[config.mk]
export PLATFORM = sky130hd
export DESIGN_NAME = uvcr_regs
export DESIGN_NICKNAME = d
export VERILOG_FILES = /design/src/include/uvcr_pkg.sv /design/src/rtl/uvcr_current_calc.sv /design/src/rtl/uvcr_regs.sv
export SDC_FILE = /design/constraint.sdc
export NUM_CORES = 1
export LEC_CHECK = 0
export BUFFER_PORTS_ARGS = -buffer_cell sky130_fd_sc_hd__buf_2
export CAP_MARGIN = 5
export CELL_PAD_IN_SITES_DETAIL_PLACEMENT = 0
export CELL_PAD_IN_SITES_GLOBAL_PLACEMENT = 2
export CORE_MARGIN = 10
export CORE_UTILIZATION = 36
export DETAILED_ROUTE_END_ITERATION = 6
export PLACE_DENSITY_LB_ADDON = 0.1
export SLEW_MARGIN = 40
export SYNTH_ARGS = -nofsm -noshare
export SYNTH_HDL_FRONTEND = slang
export SYNTH_SLANG_ARGS = --single-unit
[constraint.sdc]
create_clock -name clk -period 7.07 [get_ports clk]
set_input_delay 0.707 -clock clk [delete_from_list [all_inputs] [get_ports clk]]
set_output_delay 0.707 -clock clk [all_outputs]
set_load 0.02 [all_outputs]
[src/include/uvcr_pkg.sv]
package uvcr_pkg;

    // ------------------------------------------------------------
    // command codes of the register bank
    // ------------------------------------------------------------
    localparam logic [7:0] CMD_UVLO_RISE = 8'h35;
    localparam logic [7:0] CMD_UVLO_FALL = 8'h36;
    localparam logic [7:0] CMD_GAIN = 8'h38;
    localparam logic [7:0] CMD_OFFSET = 8'h39;
    localparam logic [7:0] CMD_OC_LIMIT = 8'h46;
    localparam logic [7:0] CMD_CUR_READ = 8'h8C;

    // ------------------------------------------------------------
    // field widths
    // ------------------------------------------------------------
    localparam int UVLO_W = 7;
    localparam int GAIN_W = 11;
    localparam int OFFSET_W = 9;
    localparam int OC_W = 10;
    localparam int MON_W = 12;
    localparam int CUR_W = 16;
    localparam int MV_W = 16;

    // ------------------------------------------------------------
    // reset values
    // ------------------------------------------------------------
    localparam logic [UVLO_W-1:0] UVLO_RISE_RST = 7'h00;
    localparam logic [UVLO_W-1:0] UVLO_FALL_RST = 7'h00;
    localparam logic [GAIN_W-1:0] GAIN_RST = 11'h000;
    localparam logic [OFFSET_W-1:0] OFFSET_RST = 9'h000;
    localparam logic [OC_W-1:0] OC_RST = 10'h3FF;

    // ------------------------------------------------------------
    // resolution steps in millivolts per count
    // ------------------------------------------------------------
    localparam logic [9:0] STEP_COARSE_MV = 10'h1F4;
    localparam logic [9:0] STEP_MID_MV = 10'h0FA;
    localparam logic [9:0] STEP_FINE_MV = 10'h07D;
    // gain fraction bits and offset fraction bits (1/16 A per count)
    localparam int GAIN_FRAC = 10;
    localparam int OFFSET_FRAC = 4;

    typedef enum logic [1:0] {
        UVCR_RANGE_64V,
        UVCR_RANGE_32V,
        UVCR_RANGE_16V
    } uvcr_range_t;

    typedef struct packed {
        logic write;
        logic read;
        logic [7:0] command;
        logic [15:0] data;
    } uvcr_req_t;

    typedef struct packed {
        logic selFine;
        logic selMid;
    } uvcr_res_sel_t;

endpackage

[src/rtl/uvcr_current_calc.sv]
`timescale 1ns/100ps
module uvcr_current_calc
    import uvcr_pkg::*;
(
    input wire logic clk,
    input wire logic sys_rst,
    input wire logic clkEn,
    input wire logic [MON_W-1:0] monitorValue,
    input wire logic [GAIN_W-1:0] gain,
    input wire logic [OFFSET_W-1:0] offset,
    output logic [CUR_W-1:0] current
);
    logic [MON_W+GAIN_W-1:0] product;
    logic signed [CUR_W+2:0] sum;
    logic [CUR_W-1:0] next_current;

    always_comb begin
        product = monitorValue * gain;
        // offset is 1/16 A, result kept in the same 1/16 A units
        // whole product above the gain fraction, zero-extended to the sum width
        sum = $signed({6'h00, product[MON_W+GAIN_W-1:GAIN_FRAC]})
            + $signed({{(CUR_W+3-OFFSET_W){offset[OFFSET_W-1]}}, offset});
        if (sum < 0) begin
            next_current = '0;
        end else if (sum[CUR_W+2:CUR_W] != 3'h0) begin
            next_current = '1;
        end else begin
            next_current = sum[CUR_W-1:0];
        end
    end

    always_ff @(posedge clk or posedge sys_rst) begin
        if (sys_rst) begin
            current <= '0;
        end else if (clkEn) begin
            current <= next_current;
        end
    end
endmodule

[src/rtl/uvcr_regs.sv]
`timescale 1ns/100ps
module uvcr_regs
    import uvcr_pkg::*;
(
    input wire logic clk,
    input wire logic sys_rst,
    input wire logic clkEn,
    input wire uvcr_req_t req,
    input wire uvcr_res_sel_t resSel,
    input wire logic [MV_W-1:0] inputVoltageMv,
    input wire logic [MON_W-1:0] monitorValue,
    output logic [15:0] readData,
    output logic readValid,
    output logic lockout,
    output logic overCurrent,
    output uvcr_range_t inputRange,
    output logic [CUR_W-1:0] outputCurrentReadback
);
    // ------------------------------------------------------------
    // register state
    // ------------------------------------------------------------
    logic [UVLO_W-1:0] uvloRiseLevel, next_uvloRiseLevel;
    logic [UVLO_W-1:0] uvloFallLevel, next_uvloFallLevel;
    logic [GAIN_W-1:0] currentReportGain, next_currentReportGain;
    logic [OFFSET_W-1:0] currentReportOffset, next_currentReportOffset;
    logic [OC_W-1:0] overcurrentTripLimit, next_overcurrentTripLimit;
    logic [15:0] next_readData;
    logic next_readValid;
    logic next_lockout;
    logic next_overCurrent;
    logic [9:0] stepMv;
    logic [MV_W+1:0] fallMv, riseMv;
    uvcr_range_t next_inputRange;

    function automatic logic [MV_W+1:0] levelToMv(input logic [7:0] level, input logic [9:0] step);
        levelToMv = (MV_W+2)'(level * step);
    endfunction

    // ------------------------------------------------------------
    // write and read decode
    // ------------------------------------------------------------
    always_comb begin
        next_uvloRiseLevel = uvloRiseLevel;
        next_uvloFallLevel = uvloFallLevel;
        next_currentReportGain = currentReportGain;
        next_currentReportOffset = currentReportOffset;
        next_overcurrentTripLimit = overcurrentTripLimit;
        next_readData = 16'h0000;
        next_readValid = req.read;
        if (req.write) begin
            case (req.command)
                CMD_UVLO_RISE: next_uvloRiseLevel = req.data[UVLO_W-1:0];
                CMD_UVLO_FALL: next_uvloFallLevel = req.data[UVLO_W-1:0];
                CMD_GAIN: next_currentReportGain = req.data[GAIN_W-1:0];
                CMD_OFFSET: next_currentReportOffset = req.data[OFFSET_W-1:0];
                CMD_OC_LIMIT: next_overcurrentTripLimit = req.data[OC_W-1:0];
                default: ;
            endcase
        end
        if (req.read) begin
            case (req.command)
                CMD_UVLO_RISE: next_readData = {9'h000, uvloRiseLevel};
                CMD_UVLO_FALL: next_readData = {9'h000, uvloFallLevel};
                CMD_GAIN: next_readData = {5'h00, currentReportGain};
                CMD_OFFSET: next_readData = {7'h00, currentReportOffset};
                CMD_OC_LIMIT: next_readData = {6'h00, overcurrentTripLimit};
                CMD_CUR_READ: next_readData = outputCurrentReadback;
                default: next_readData = 16'h0000;
            endcase
        end
    end

    always_ff @(posedge clk or posedge sys_rst) begin
        if (sys_rst) begin
            uvloRiseLevel <= UVLO_RISE_RST;
            uvloFallLevel <= UVLO_FALL_RST;
            currentReportGain <= GAIN_RST;
            currentReportOffset <= OFFSET_RST;
            overcurrentTripLimit <= OC_RST;
            readData <= 16'h0000;
            readValid <= 1'b0;
        end else if (clkEn) begin
            uvloRiseLevel <= next_uvloRiseLevel;
            uvloFallLevel <= next_uvloFallLevel;
            currentReportGain <= next_currentReportGain;
            currentReportOffset <= next_currentReportOffset;
            overcurrentTripLimit <= next_overcurrentTripLimit;
            readData <= next_readData;
            readValid <= next_readValid;
        end
    end

    // ------------------------------------------------------------
    // lockout and over-current compare
    // ------------------------------------------------------------
    always_comb begin
        if (resSel.selFine) begin
            stepMv = STEP_FINE_MV;
            next_inputRange = UVCR_RANGE_16V;
        end else if (resSel.selMid) begin
            stepMv = STEP_MID_MV;
            next_inputRange = UVCR_RANGE_32V;
        end else begin
            stepMv = STEP_COARSE_MV;
            next_inputRange = UVCR_RANGE_64V;
        end
        fallMv = levelToMv({1'b0, uvloFallLevel}, stepMv);
        riseMv = levelToMv(8'({1'b0, uvloRiseLevel} + 8'h01), stepMv);
        next_lockout = lockout;
        if (!lockout && ({2'b00, inputVoltageMv} <= fallMv)) begin
            next_lockout = 1'b1;
        end else if (lockout && ({2'b00, inputVoltageMv} >= riseMv)) begin
            next_lockout = 1'b0;
        end
        // readback is 1/16 A; compare limit in whole amperes
        next_overCurrent = (outputCurrentReadback[CUR_W-1:OFFSET_FRAC] > {2'b00, overcurrentTripLimit});
    end

    always_ff @(posedge clk or posedge sys_rst) begin
        if (sys_rst) begin
            lockout <= 1'b1;
            overCurrent <= 1'b0;
            inputRange <= UVCR_RANGE_64V;
        end else if (clkEn) begin
            lockout <= next_lockout;
            overCurrent <= next_overCurrent;
            inputRange <= next_inputRange;
        end
    end

    // ------------------------------------------------------------
    // output current calculation
    // ------------------------------------------------------------
    uvcr_current_calc calc (
        .clk(clk),
        .sys_rst(sys_rst),
        .clkEn(clkEn),
        .monitorValue(monitorValue),
        .gain(currentReportGain),
        .offset(currentReportOffset),
        .current(outputCurrentReadback)
    );
endmodule
# Word level (Yosys, flattened, before mapping)
# Cells that the tools add are included.
[totals] output_inout_bits=37 ff_bits=81 wordCells=47
[op_classes] n_lt_le_gt_ge=4 addsub=2 n_mul=3 muxes=10 n_reduce_logical=11 eq_ne=6
[ops] operator="16-bit case mux with 6 select lines" count=1
[ops] operator="16-bit 2-to-1 mux" count=3
[ops] operator="8-bit by 6-bit equality test with 1-bit output, second input constant" count=4
[ops] operator="12-bit by 11-bit multiplier with 23-bit output" count=1
[ops] operator="16-bit by 18-bit greater-or-equal comparator with 1-bit output" count=1
[ops] operator="8-bit by 10-bit multiplier with 18-bit output" count=1
[ops] operator="9-bit 2-to-1 mux" count=2
[ops] operator="16-bit by 17-bit <= comparator with 1-bit output" count=1
[ops] operator="7-bit by 10-bit multiplier with 17-bit output" count=1
[ops] operator="14-bit by 9-bit adder with 15-bit output" count=1
[ops] operator="15-bit by 1-bit < comparator with 1-bit output, second input constant" count=1
[ops] operator="3-bit AND reduction" count=5
[ops] operator="12-bit by 10-bit greater-than comparator with 1-bit output" count=1
[ops] operator="7-bit by 1-bit adder with 8-bit output, second input constant" count=1
[ops] operator="8-bit by 7-bit equality test with 1-bit output, second input constant" count=1
[ops] operator="8-bit equality test, second input constant" count=1
[ops] operator="1-bit 2-to-1 mux" count=3
[ops] operator="3-bit nonzero test" count=1
[ops] operator="1-bit logical AND" count=2
[ops] operator="2-bit 2-to-1 mux" count=1
[ops] operator="2-bit AND reduction" count=1
[ops] operator="2-bit nonzero test" count=1
[ops] operator="1-bit zero test" count=1

# Depth between registers and ports, before layout
# Gate-level depths: netlist of run 1.
[logic_depth] depth_word=7 mapped_depth=31

# Cells and area by module
# Synthesis of run 1 repeated with hierarchy kept, for this count alone.
[hier_totals] hier_cells=1499 area_unflattened_um2=13613.1
[by_module_without_submodules] mod="uvcr_regs" cells_per_inst=870 area_each_um2=8219.1 instances=1
[by_module_without_submodules] mod="uvcr_current_calc" cells_per_inst=629 area_each_um2=5393.9 instances=1

# Worst setup path before layout of run 1
# No wires, ideal clock.
[synth_timing] path_type="in2reg" start="in monitorValue[5]" end="reg calc.current[13]" cell_stages=28 t_arrival_ns=7.266 n_path_buf=1 t_required_ns=6.988 setup_ns=0.082 setup_slack_ns=-0.278 cell_sequence="clkbuf_1 nand2_1 fa_1 fa_1 fa_1 inv_1 fa_1 inv_1 fa_1 inv_1 ha_1 and2_1 a22o_1 a41oi_1 o21ai_1 a211oi_1 o21bai_1 a21oi_1 xnor2_1 ha_1 or4_1 o21ai_2 nor2b_2 a211o_1 nor4_2 nor4b_1 or4b_1 a31oi_1"
[synth_between] elab_chain_len=5 elab_cells_between_ends=6 classes_between="add/sub: 1; mul: 1; order compare: 1; mux: 2; reduce/logical: 1"
[synth_rtl] item="start: declaration" line_no="uvcr_regs.sv:11" source="input wire logic [MON_W-1:0] monitorValue,"
[synth_rtl] item="12-bit by 11-bit multiplier with 23-bit output (*)" line_no="uvcr_current_calc.sv:18" source="product = monitorValue * gain;"
[synth_rtl] item="14-bit by 9-bit adder with 15-bit output (*)" line_no="uvcr_current_calc.sv:22" source="+ $signed({{(CUR_W+3-OFFSET_W){offset[OFFSET_W-1]}}, offset});"
[synth_rtl] item="branches (longest 2 deep; another with 15-bit by 1-bit < comparator with 1-bit output)"
[synth_rtl] item="16-bit 2-to-1 mux (*)" line_no="uvcr_current_calc.sv:23" source="if (sum < 0) begin"
[synth_rtl] item="end signal: assignment" line_no="uvcr_current_calc.sv:36" source="current <= next_current;"
[synth_rtl] item="end: declaration" line_no="uvcr_current_calc.sv:11" source="output logic [CUR_W-1:0] current"
# Every way passes the cells marked *.
# A chain may end at the register's enable or synchronous reset.

# Worst setup path after layout of run 1
[layout_timing] start="in monitorValue[3]" end="reg calc.current[13]"
# Same word-level chain as after synthesis.

==> results of run 1 <==
-- power by group through the flow --
stage	registers (µW)	logic, µW	clock network, µW
2_1_floorplan	508	345	0
3_3_place_gp	505	549	0
3_5_place_dp	505	552	0
4_1_cts	498	557	491
5_1_grt	500	640	511
6_report	497	556	484
-- flip-flops by register name (all words and copies together), names as in the netlist --
name / flops
currentReportGain: 11
readData: 14
overCurrent: 1
uvloRiseLevel: 7
readValid: 1
currentReportOffset: 9
lockout: 1
calc.current: 14
overcurrentTripLimit: 10
inputRange: 2
uvloFallLevel: 7
-- worst reg2reg max path, delay by kind of cell, from the launching register on --
kind | cells | cell delay [ps]
AOI/OAI and AO/OA | 9 | 1500
xor gates and xnor gates | 1 | 110
adders and majority gates | 7 | 3060
buffers and inverters | 5 | 320
DFF | 1 | 390
and+or+nand+nor | 6 | 1430
-- cell families after synthesis --
group           Yosys count  synth area share (%)
xor+xnor                 50                 3.306
buf+inv                 318                 9.152
other cells               1               0.02831
fa+ha+maj               357                 42.95
compound gates          205                 10.64
flops                    77                 14.65
mux                      56                 4.685
simple gates            382                 14.58
-- cell usage in the layout (no fill, tap or decap), types with 6 or more instances in the layout --
cell / n
o2bb2ai_1: 14
nand2_1: 122
buf_6: 6
inv_1: 260
a21o_1: 21
fa_1: 160
ha_1: 192
xor2_1: 24
clkbuf_16: 9
nand3_1: 21
o21ai_0: 25
a22o_1: 6
a21oi_1: 41
and2_1: 67
dfrtp_1: 59
buf_2: 80
nor2b_1: 17
and3_1: 10
mux2i_1: 8
nor3_1: 21
a211oi_1: 7
nor2_1: 60
xnor2_1: 24
o21a_1: 11
o21ai_1: 11
dfrtp_2: 7
buf_4: 120
nand2b_1: 17
dfstp_2: 11
mux2_2: 38
mux2_1: 10
-- metal layers --
metal / routed length (µm) / part of all wire, %
met1: 16650 / 46
met2: 18330 / 51
met3: 877 / 2.4
met4: 291 / 0.81
met5: 0 / 0
-- through the flow --
stage          worst slack, ps  instance area, µm²
6_report                 149.4               15600
5_1_grt                 -211.5               15600
2_1_floorplan            23.10               13300
4_1_cts                  10.65               15360
3_3_place_gp            -342.8               15030
3_5_place_dp            -370.7               15050
-- path summary, 6_finish.rpt --
check                                                  from                               end  slack (ps)  cells past startpoint
max in group asynchronous                           sys_rst  currentReportGain[7]$_DFFE_PP0P_        5950                      3
max reg2reg                currentReportGain[6]$_DFFE_PP0P_      calc.current[13]$_DFFE_PP0P_         170                     28
min                                 readData[6]$_DFFE_PP0P_           readData[6]$_DFFE_PP0P_         480                      1
max                                         monitorValue[3]      calc.current[13]$_DFFE_PP0P_         150                     28
min in group asynchronous                           sys_rst             readValid$_DFFE_PP0P_         520                      3
min reg2reg                         readData[6]$_DFFE_PP0P_           readData[6]$_DFFE_PP0P_         480                      1
-- cell type report --
type,instances,share of cell area (%)
Multi-Input combinational cell,1054,65.88
Inverter,266,6.409
Tap cell,468,3.754
Timing Repair Buffer,215,9.529
Sequential cell,77,12.50
Clock buffer,11,1.556
Clock inverter,5,0.3770
-- Yosys cell counts, drive strengths merged, types with 4 or more instances --
master   instances  area share, %
o21ai           40            1.5
ha             194             18
a31o             4           0.26
xnor2           25            1.7
and2            71            3.4
a21oi           45            1.7
nand2          124            3.5
mux2            48            4.1
nand2b          17           0.80
nand4            5           0.24
a211oi           9           0.51
or4              4           0.23
o2bb2ai         16            1.1
o21bai           5           0.28
a22oi            4           0.23
clkbuf          45            1.3
a221o            5           0.38
xor2            25            1.7
and3            10           0.47
fa             163             25
o31ai            4           0.26
nor3            23           0.87
nor2b           18           0.87
a21o            21            1.2
o211ai           4           0.23
o21a            11           0.62
dfrtp           66             12
dfstp           11            2.2
buf              7           0.34
a22o             6           0.40
a31oi            6           0.28
nand3           21           0.79
inv            265            7.5
nor2            61            1.7
nand3b           5           0.28
or2              6           0.28
mux2i            8           0.60
-- what timing repair did --
item,4_1_cts,5_1_grt
gates cloned,0,1
setup endpoints to repair,11,15
setup buffers,0,7
pin swaps,0,11
hold endpoints to repair,0,0
resized for setup,10,46
==> run summary, run 1 <==
• 989.8 µW — P_int
• 0.00009977 V — maximum resistive drop on vdd
• in -> reg — class of the most critical setup path
• 0.04487 mm² — die area
• 35.58% — switching part of the total power
• 0 — max-slew violation count
• 31.5% — clock share of power
• 211.8 µm — Die X-Extent
• fa_1 — Slowest-stage cell, CP
• 0 — cts hold-fix bufs
• 9 — TritonCTS buffer count
• 0 ps — setup_tns
• 42.81% — post-route core utilization
• 0.001949 mm² — footprint of the flip-flops and latches
• 16.46% — GRT Overall Usage
• 0 — number of antenna violations at the first check in global routing
• 14.65% — fraction of the yosys area taken by sequential cells
• 2072 — DP Cell Count
• input port — startpoint kind of the worst setup timing path
• clkbuf_16 — clk root buf
• 0 — setup-violating endpoint count in the final report
• 3 — H-tree depth reported by CTS
• 0 — total count of hold-check failures in the final report
• 0 — Synth warnings
• 1536 µW — post-layout power
• 21.76% — met1 demand-to-capacity share in global routing
• 4 — 1st-pass router iterations
• 29.13% — met2 track demand over resource in global routing
• 30650 µm — DPL Wire Length
• 0.008289 µW — leakage power total
• 86 — count of input and output buffers
• 59000 µm — first-pass GRT wire length
• 97.89% — post-route fraction of the period consumed by the critical path
• 0 — max-cap viol count
• 9.162 µm² — syn_area_per_cell
• 100.0% — async set or reset register ratio after synthesis
• 48.32% — worst-case headroom to the max-slew limit
• 20.82% — fraction of final layout cells with drive strength greater than 1
• 1446 — Post-Synthesis Cells
• 4.918 — vias per cell
• reg -> reg — HP Class
• 10310 — via total after detailed routing
• 0.8162 — Routability Congestion
• built — TritonCTS clock tree
• 3741 — fillcell total
• 211.8 µm — Die H
• 96 — boundary pin count
• 7.825 ps — worst clock skew on the final layout
• 70 — std cell rows
• 17.25 µm — Avg WL per Cell
• 416 — detailed router's first-iteration violation count
• 36.2% — logic gate share of total power
• 0.03643 mm² — area of the core
• adder cells — family of cells with the greatest summed delay on the critical path
• 0 — number of diodes
• 73 — Netlist cell types
• 5 — CP Buf/Inv Count
• 560 ps — stage delay of the slowest cell on the critical path
• 0 — number of synthesized flops with an enable pin
• 6921 ps — post-layout minimum cycle time
• 0 — Overflow after GRT
• 60 ps — Worst-path clk slew
• 36150 µm — Final Routed Wirelength
• 350 ps — clock latency at the later pin of the worst-skew pair
• finished, final reports clean — run status
• 98.50 mW/mm² — Cell Pwr Density
• 36.36% — initial standard-cell utilization of the core
• dfrtp_1 — Post-synth top flop
• 32.3% — power share of the sequential group
• 475.7 ps — Min Hold Slack
• met2 — gr busiest metal
• 7340 ps — WP data required
• 2096 — Post-Layout Cell Count
• 144.5 MHz — fmax
• true — unrepaired setup endpoints after global routing
• 546.7 µW — NetSw
• 10740 — number of global-route vias before repair
• 77 — Clock Sink Count
• 0 — DRC viols
• 0.01325 mm² — Cell Area, Synth
• 17.75% — post-synthesis to final-layout area growth
• 78 — largest net degree at the start of global routing
• 77 — #FFs+latches synth
• 7190 ps — arrival time reported for the critical path endpoint
• 2 — number of buffers between clock root and the deepest sink
• 772.3 ps — transition time at the pin with the least slew margin
• 0 — post-route ant nets
• 1.494% — grt met3 use
• register — kind of end point of the critical path
• 2039 — Layout Nets
• 0.01028 mm² — area of the multi-input gates
• fa_1 — Most Frequent Cell on Critical Path
• 8 — CP Max Fanout
No activity file was read; power rests on OpenSTA's default activity.
==> run 2: changes to the inputs <==
Settings changed: CELL_PAD_IN_SITES_DETAIL_PLACEMENT 0 to not set, CELL_PAD_IN_SITES_GLOBAL_PLACEMENT 2 to not set, CORE_UTILIZATION 36 to 57, PLACE_DENSITY set to 0.79, PLACE_DENSITY_LB_ADDON 0.1 to not set.
==> run 2 against run 1 <==
Compared with the run above:
- sequential share of layout area rose by 0.23 points
- global-route usage up 6.2 points
- sequential cell count unchanged
- via count rose by 4.5%
- sequential power hardly changed
- setup slack got worse by 62 ps
- utilization up 25 points
- total power is 4.1% higher
- highest routed layer unchanged
==> run summary, run 2 (synthesized netlist as in run 1, its figures left out) <==
• input port — startpoint kind of the worst setup timing path, unchanged
• 7240 ps — arrival time reported for the critical path endpoint, was 7190 ps
• in -> reg — class of the most critical setup path, unchanged
• 58.16% — initial standard-cell utilization of the core, was 36.36%
• register — kind of end point of the critical path, unchanged
• built — TritonCTS clock tree, unchanged
• 98.76% — post-route fraction of the period consumed by the critical path, was 97.89%
• 172.5 µm — Die X-Extent, was 211.8 µm
• 10780 — via total after detailed routing, was 10310
• 0 — setup-violating endpoint count in the final report, unchanged
• 3 — H-tree depth reported by CTS, unchanged
• 51.17% — worst-case headroom to the max-slew limit, was 48.32%
• reg -> reg — HP Class, unchanged
• 1891 — DP Cell Count, was 2072
• finished, final reports clean — run status, unchanged
• 523.9 µW — NetSw, was 546.7 µW
• 0 — total count of hold-check failures in the final report, unchanged
• 22.68% — GRT Overall Usage, was 16.46%
• 26810 µm — DPL Wire Length, was 30650 µm
• 0.02278 mm² — area of the core, was 0.03643 mm²
• 1076 µW — P_int, was 989.8 µW
• 0 — Overflow after GRT, unchanged
• 5 — 1st-pass router iterations, was 4
• 0.8979 — Routability Congestion, was 0.8162
• 480.2 ps — Min Hold Slack, was 475.7 ps
• 33230 µm — Final Routed Wirelength, was 36150 µm
• 2022 — Layout Nets, was 2039
• 7.304 ps — worst clock skew on the final layout, was 7.825 ps
• 7330 ps — WP data required, was 7340 ps
• 54990 µm — first-pass GRT wire length, was 59000 µm
• 1600 µW — post-layout power, was 1536 µW
• 0.008200 µW — leakage power total, was 0.008289 µW
• 60 ps — Worst-path clk slew, about the same
• inv_1 (259), ha_1 (187), fa_1 (158), nand2_1 (117), buf_4 (108) — leading cell types in the layout, fill and taps excluded, was inv_1 (260), ha_1 (192), fa_1 (160), nand2_1 (122), buf_4 (120)
• 6982 ps — post-layout minimum cycle time, was 6921 ps
• 104.2 mW/mm² — Cell Pwr Density, was 98.50 mW/mm²
• 5.601 — vias per cell, was 4.918
• 20.79% — fraction of final layout cells with drive strength greater than 1, was 20.82%
• 17.27 µm — Avg WL per Cell, was 17.25 µm
• 86 — count of input and output buffers, unchanged
• 0 — max-slew violation count, unchanged
• 0 ps — setup_tns, unchanged
• 77 — Clock Sink Count, unchanged
• 31.1% — power share of the sequential group, was 32.3%
• 592 — detailed router's first-iteration violation count, was 416
• 6 — CP Max Fanout, was 8
• 34.4% — logic gate share of total power, was 36.2%
• 1924 — Post-Layout Cell Count, was 2096
• 55 — std cell rows, was 70
• 0 — DRC viols, unchanged
• 340 ps — clock latency at the later pin of the worst-skew pair, was 350 ps
• 0 — max-cap viol count, unchanged
• 11440 — number of global-route vias before repair, was 10740
• calc.current: 14 flops, readData: 14 flops, currentReportGain: 11 flops — Top Registers, unchanged
• 0.0001174 V — maximum resistive drop on vdd, was 0.00009977 V
• 2 — number of buffers between clock root and the deepest sink, unchanged
• clkbuf_16 — clk root buf, unchanged
• 172.5 µm — Die H, was 211.8 µm
• 0 — number of diodes, unchanged
• 0 — number of antenna violations at the first check in global routing, unchanged
• 143.2 MHz — fmax, was 144.5 MHz
• 0.02974 mm² — die area, was 0.04487 mm²
• 15.88% — post-synthesis to final-layout area growth, was 17.75%
• 729.8 ps — transition time at the pin with the least slew margin, was 772.3 ps
• 9 — TritonCTS buffer count, unchanged
• 0 — post-route ant nets, unchanged
• 96 — boundary pin count, unchanged
• inv_1 — most common cell after layout, fill and taps aside, unchanged
• true — unrepaired setup endpoints after global routing, unchanged
• 32.76% — switching part of the total power, was 35.58%
• 78 — largest net degree at the start of global routing, unchanged
• 1762 — fillcell total, was 3741
• 34.5% — clock share of power, was 31.5%
[run 2: cell type report]
class / count / area, µm² / area share, %
flip-flops and latches: 77 / 1953 / 12.72
well taps: 313 / 391.6 / 2.551
clock buffers: 13 / 270.3 / 1.761
inverters: 266 / 999.7 / 6.512
repair buffers: 198 / 1313 / 8.550
multi-input cells: 1054 / 10330 / 67.32
clock inverters: 3 / 90.09 / 0.5868
[run 2: routing by layer]
layer / routed length (µm) / track usage, % / part of all wire, %
met1: 13830 / 28.79 / 42
met2: 16990 / 40.49 / 51
met3: 1609 / 2.485 / 4.8
met4: 795 / 5.060 / 2.4
met5: 0 / 0 / 0
[run 2: worst max-delay path, stage by stage]
cell and delay [ps]:
clkbuf_4 160, buf_4 160, and2_1 160, fa_1 510, inv_1 60, fa_1 490, fa_1 490, inv_1 50
fa_1 470, inv_1 60, fa_1 530, inv_1 40, ha_1 290, a21o_1 180, a221oi_2 280, o21ai_1 150
or2_1 260, a21oi_2 180, buf_4 130, xnor2_1 110, ha_1 290, and3_1 220, a211o_1 320, nor4_2 180
nor4b_2 100, or4b_1 490, a31oi_1 170
[run 2: power groups by stage]
stage | combinational [µW] | sequential [µW] | clock (µW)
after floorplan | 345 | 508 | 0
after global placement | 507 | 503 | 0
after detailed placement | 530 | 503 | 0
after CTS | 536 | 495 | 554
after global routing | 624 | 499 | 574
final | 550 | 497 | 552
[run 2: worst paths after layout]
kind	start	end	slack (ps)	cells past startpoint
max	monitorValue[4]	calc.current[13]$_DFFE_PP0P_	90	27
min	readData[6]$_DFFE_PP0P_	readData[6]$_DFFE_PP0P_	480	1
max reg2reg	currentReportGain[8]$_DFFE_PP0P_	calc.current[13]$_DFFE_PP0P_	110	26
min reg2reg	readData[6]$_DFFE_PP0P_	readData[6]$_DFFE_PP0P_	480	1
max in group asynchronous	sys_rst	currentReportGain[2]$_DFFE_PP0P_	5990	3
min in group asynchronous	sys_rst	readValid$_DFFE_PP0P_	550	3
[run 2: repair_timing]
item	in CTS	in global routing
cloned	0	1
pin swaps	1	21
hold buffers	0	0
endpoints found under the setup margin	10	15
setup buffers	1	15
gates resized for setup	7	65
hold endpoints to repair	0	0
[run 2: through the flow]
step	setup WS, ps	instance area, µm²	util [%]
after floorplan	23.10	13300	-
after global placement	-229.9	14610	64.13
after detailed placement	-394.7	14620	64.18
after CTS	15.59	15020	65.93
after global routing	-147.5	15350	67.39
final	87.50	15350	67.39
==> run 3: changes to the inputs <==
Settings changed: CELL_PAD_IN_SITES_DETAIL_PLACEMENT set to 1, CELL_PAD_IN_SITES_GLOBAL_PLACEMENT set to 1, CORE_UTILIZATION 57 to 44, PLACE_DENSITY 0.79 to not set, PLACE_DENSITY_LB_ADDON set to 0.1, SYNTH_HIERARCHICAL set to 1.
==> run 3 against run 2 <==
Compared with the run above:
- die area increased by 29%
- largest cell class unchanged
- clock power decreased by 6.2%
- final cell count increased by 4.2%
- setup slack improved by 310 ps
- worst hold slack got worse by 57 ps
- largest power group is now combinational logic
- routed wire length increased by 13%
- critical endpoint is now calc/current[9]$_DFFE_PP0P_
- register-to-register slack improved by 290 ps
- critical path depth decreased by 2
- non-clock buffer count decreased by 57
- count of clock-buffer cells in the layout decreased by 2
==> run summary, run 3 <==
• finished, final reports clean — run status, unchanged
• 31970 µm — DPL Wire Length, was 26810 µm
• 1499 — Post-Synthesis Cells, was 1446
• 195.9 µm — Die H, was 172.5 µm
• 0 — Overflow after GRT, unchanged
• 62100 µm — first-pass GRT wire length, was 54990 µm
• 23.97% — Synth top area share, was 24.63%
• 0.0001399 V — maximum resistive drop on vdd, was 0.0001174 V
• fa_1 (24%), ha_1 (18%), dfrtp_1 (13%) — top area cells in the synthesized netlist, was fa_1 (25%), ha_1 (18%), dfrtp_1 (12%)
• 35.14% — met2 track demand over resource in global routing, was 40.49%
• 34.2% — logic gate share of total power, was 34.4%
• 5 — 1st-pass router iterations, unchanged
• 6674 ps — post-layout minimum cycle time, was 6982 ps
• inv_1 — top-count cell post-synth, unchanged
• readData — largest register by flop count
• 647.4 ps — transition time at the pin with the least slew margin, was 729.8 ps
• 0 — number of synthesized flops with an enable pin, unchanged
• 0 — number of antenna violations at the first check in global routing, unchanged
• 0.8258 — Routability Congestion, was 0.8979
• readData: 16 flops, calc/current: 14 flops, currentReportGain: 11 flops — Top Registers, was calc.current: 14 flops, readData: 14 flops, currentReportGain: 11 flops
• 2.063% — grt met3 use, was 2.485%
• 13 — CP Max Fanout, was 6
• 149.8 MHz — fmax, was 143.2 MHz
• 35.05% — switching part of the total power, was 32.76%
• 94.40% — post-route fraction of the period consumed by the critical path, was 98.76%
• 195.9 µm — Die X-Extent, was 172.5 µm
• 9.081 µm² — syn_area_per_cell, was 9.162 µm²
• 10830 — via total after detailed routing, was 10780
• 0.03059 mm² — area of the core, was 0.02278 mm²
• inv_1 (275), ha_1 (194), fa_1 (163), nand2_1 (119), and2_1 (83) — commonest cells in the netlist, was inv_1 (264), ha_1 (194), fa_1 (163), nand2_1 (124), and2_1 (71)
• 1022 µW — P_int, was 1076 µW
• 104.2 mW/mm² — Cell Pwr Density, about the same
• in -> async — HP Class, was reg -> reg
• 44.50% — initial standard-cell utilization of the core, was 58.16%
• 96 — boundary pin count, unchanged
• 2019 — Layout Nets, was 2022
• 18.78 µm — Avg WL per Cell, was 17.27 µm
• 56.84% — worst-case headroom to the max-slew limit, was 51.17%
• inv_1 — most common cell after layout, fill and taps aside, unchanged
• 0 — total count of hold-check failures in the final report, unchanged
• 400 ps — register-to-register path setup slack, was 110 ps
• register — kind of end point of the critical path, unchanged
• 0.03837 mm² — die area, was 0.02974 mm²
• in -> reg — class of the most critical setup path, unchanged
• 88 — count of input and output buffers, was 86
• 0.01472 mm² — Post-Place Cell Area, was 0.01462 mm²
• 2 — number of buffers between clock root and the deepest sink, unchanged
• 6 — Synth warnings, was 0
• 0 — setup-violating endpoint count in the final report, unchanged
• 0 — max-slew violation count, unchanged
• input port — startpoint kind of the worst setup timing path, unchanged
• 16 — flip-flop count of the largest register, all copies and words added
• 66 — largest net degree at the start of global routing, was 78
• fa_1 — largest area contributor in the synthesized netlist, unchanged
• 14.62% — fraction of the yosys area taken by sequential cells, was 14.65%
• 0 — number of diodes, unchanged
• inv_1 (274), ha_1 (194), fa_1 (163), nand2_1 (119), buf_2 (88) — leading cell types in the layout, fill and taps excluded, was inv_1 (259), ha_1 (187), fa_1 (158), nand2_1 (117), buf_4 (108)
• met2 — gr busiest metal, unchanged
• 60 ps — Worst-path clk slew, about the same
• 0 ps — setup_tns, unchanged
• 3587 — fillcell total, was 1762
• 78 — Netlist cell types, was 73
• 0 — max-cap viol count, unchanged
• dfrtp_1 — Post-synth top flop, unchanged
• 5.403 — vias per cell, was 5.601
• 0.01511 mm² — finished layout cell area, was 0.01535 mm²
• 0 — cts hold-fix bufs, unchanged
• 37640 µm — Final Routed Wirelength, was 33230 µm
• 10.96% — post-synthesis to final-layout area growth, was 15.88%
• 0.01040 mm² — area of the multi-input gates, was 0.01033 mm²
• 79 — Clock Sink Count, was 77
• 389 — detailed router's first-iteration violation count, was 592
• 6.032 ps — worst clock skew on the final layout, was 7.304 ps
• 6930 ps — arrival time reported for the critical path endpoint, was 7240 ps
• 340 ps — clock latency at the later pin of the worst-skew pair, about the same
• 0.007917 µW — leakage power total, was 0.008200 µW
• 19.71% — GRT Overall Usage, was 22.68%
• 7330 ps — WP data required, about the same
• 11930 — number of global-route vias before repair, was 11440
• 32.9% — clock share of power, was 34.5%
• 32.9% — power share of the sequential group, was 31.1%
• 0 — post-route ant nets, unchanged
• 25.29% — met1 demand-to-capacity share in global routing, was 28.79%
• 0 — DRC viols, unchanged
• 79 — #FFs+latches synth, was 77
• 100.0% — async set or reset register ratio after synthesis, unchanged
• 3 — H-tree depth reported by CTS, unchanged
• 551.6 µW — NetSw, was 523.9 µW
• clkbuf_16 — clk root buf, unchanged
• 24 — path depth of the worst reg2reg path, was 26
• 0.01361 mm² — Cell Area, Synth, was 0.01325 mm²
• 9 — TritonCTS buffer count, unchanged
• built — TritonCTS clock tree, unchanged
• 0.002001 mm² — footprint of the flip-flops and latches, was 0.001953 mm²
• 64 — std cell rows, was 55
• 12.87% — fraction of final layout cells with drive strength greater than 1, was 20.79%
[run 3: cell count changes in the layout (fill, tap and decap cells not counted), moves of 7 or more]
cell and delta:
mux2_2 -34, mux2_1 +34, buf_4 -56, o22ai_1 +7
nand2_2 -7, and2_1 +14, ha_1 +7, nor3_1 +10
a222oi_1 +14, inv_1 +15, nand4_1 +8, nor2_1 +19
[run 3: kinds of logic (layout without fill, tap and decap cells)]
kind of cell | count (synthesis) | after routing | share of synthesized area, %
AND/OR/NAND/NOR | 422 | 422 | 15.87
multiplexers | 52 | 52 | 4.301
flip-flops | 79 | 79 | 14.62
adder cells (fa/ha/maj) | 357 | 357 | 41.80
other | 1 | 2 | 0.02755
XOR/XNOR | 49 | 49 | 3.153
AO/OA/AOI/OAI | 215 | 215 | 11.03
buffers and inverters | 324 | 432 | 9.191
[run 3: path summary, 6_finish.rpt]
check                                                 start                                to
setup reg to reg           currentReportGain[7]$_DFFE_PP0P_       calc/current[9]$_DFFE_PP0P_
hold reg to reg                   inputRange[0]$_DFFE_PP0P_         inputRange[0]$_DFFE_PP0P_
min in group clk                  inputRange[0]$_DFFE_PP0P_         inputRange[0]$_DFFE_PP0P_
hold / removal                                      sys_rst      calc/current[12]$_DFFE_PP0P_
max in group asynchronous                           sys_rst  currentReportGain[5]$_DFFE_PP0P_
setup / recovery                            monitorValue[3]       calc/current[9]$_DFFE_PP0P_
[run 3: metrics by stage]
stage	util (%)	hold slack [ps]	total power (µW)	setup WS [ps]	std cells
global route	49.38	469.5	1682	-9.671	2004
finish	49.38	423.1	1574	395.9	2004
global placement	48.13	486.4	1045	85.52	1987
CTS	49.22	427.9	1585	61.40	2003
detailed placement	48.13	497.4	1064	-90.60	1987
floorplan	-	488.4	876.9	412.6	1500
[run 3: worst max-delay path, cell delays in order]
cell	delay, ps
buf_2	180
and2_1	200
fa_1	540
inv_1	50
fa_1	480
inv_1	60
fa_1	510
fa_1	540
inv_1	60
fa_1	530
inv_1	40
ha_1	360
a21oi_1	220
nor2_1	100
a21oi_1	160
o21ai_0	150
o41ai_1	320
xnor2_1	170
ha_1	260
o21ai_0	140
a21oi_2	230
o211ai_2	150
a21oi_2	200
mux2_4	390
o2bb2ai_1	180
[run 3: area by class of cell]
type	instances	share of cell area, %
Multi-Input combinational cell	1097	68.86
Inverter	275	6.833
Clock buffer	11	1.673
Sequential cell	79	13.24
Tap cell	396	3.280
Timing Repair Buffer	141	5.574
Clock inverter	5	0.5301
[run 3: power by group through the flow]
stage	sequential, µW	clock, µW	combinational, µW
2_1_floorplan	521	0	356
3_3_place_gp	525	0	520
3_5_place_dp	524	0	540
4_1_cts	517	524	544
5_1_grt	520	544	618
6_report	518	518	538
[run 3: per-layer routing]
layer | share of wire [%] | vias up
met1 | 45 | 5497
li1 | - | 5140
met3 | 2.8 | 30
met4 | 1.5 | 0
met2 | 51 | 161
met5 | 0 | -
[run 3: timing repair]
action | in CTS | in global routing
endpoints found under the setup margin | 0 | 15
endpoints found under the hold margin | 0 | 0
setup buffers | 0 | 1
gates resized for setup | 0 | 19
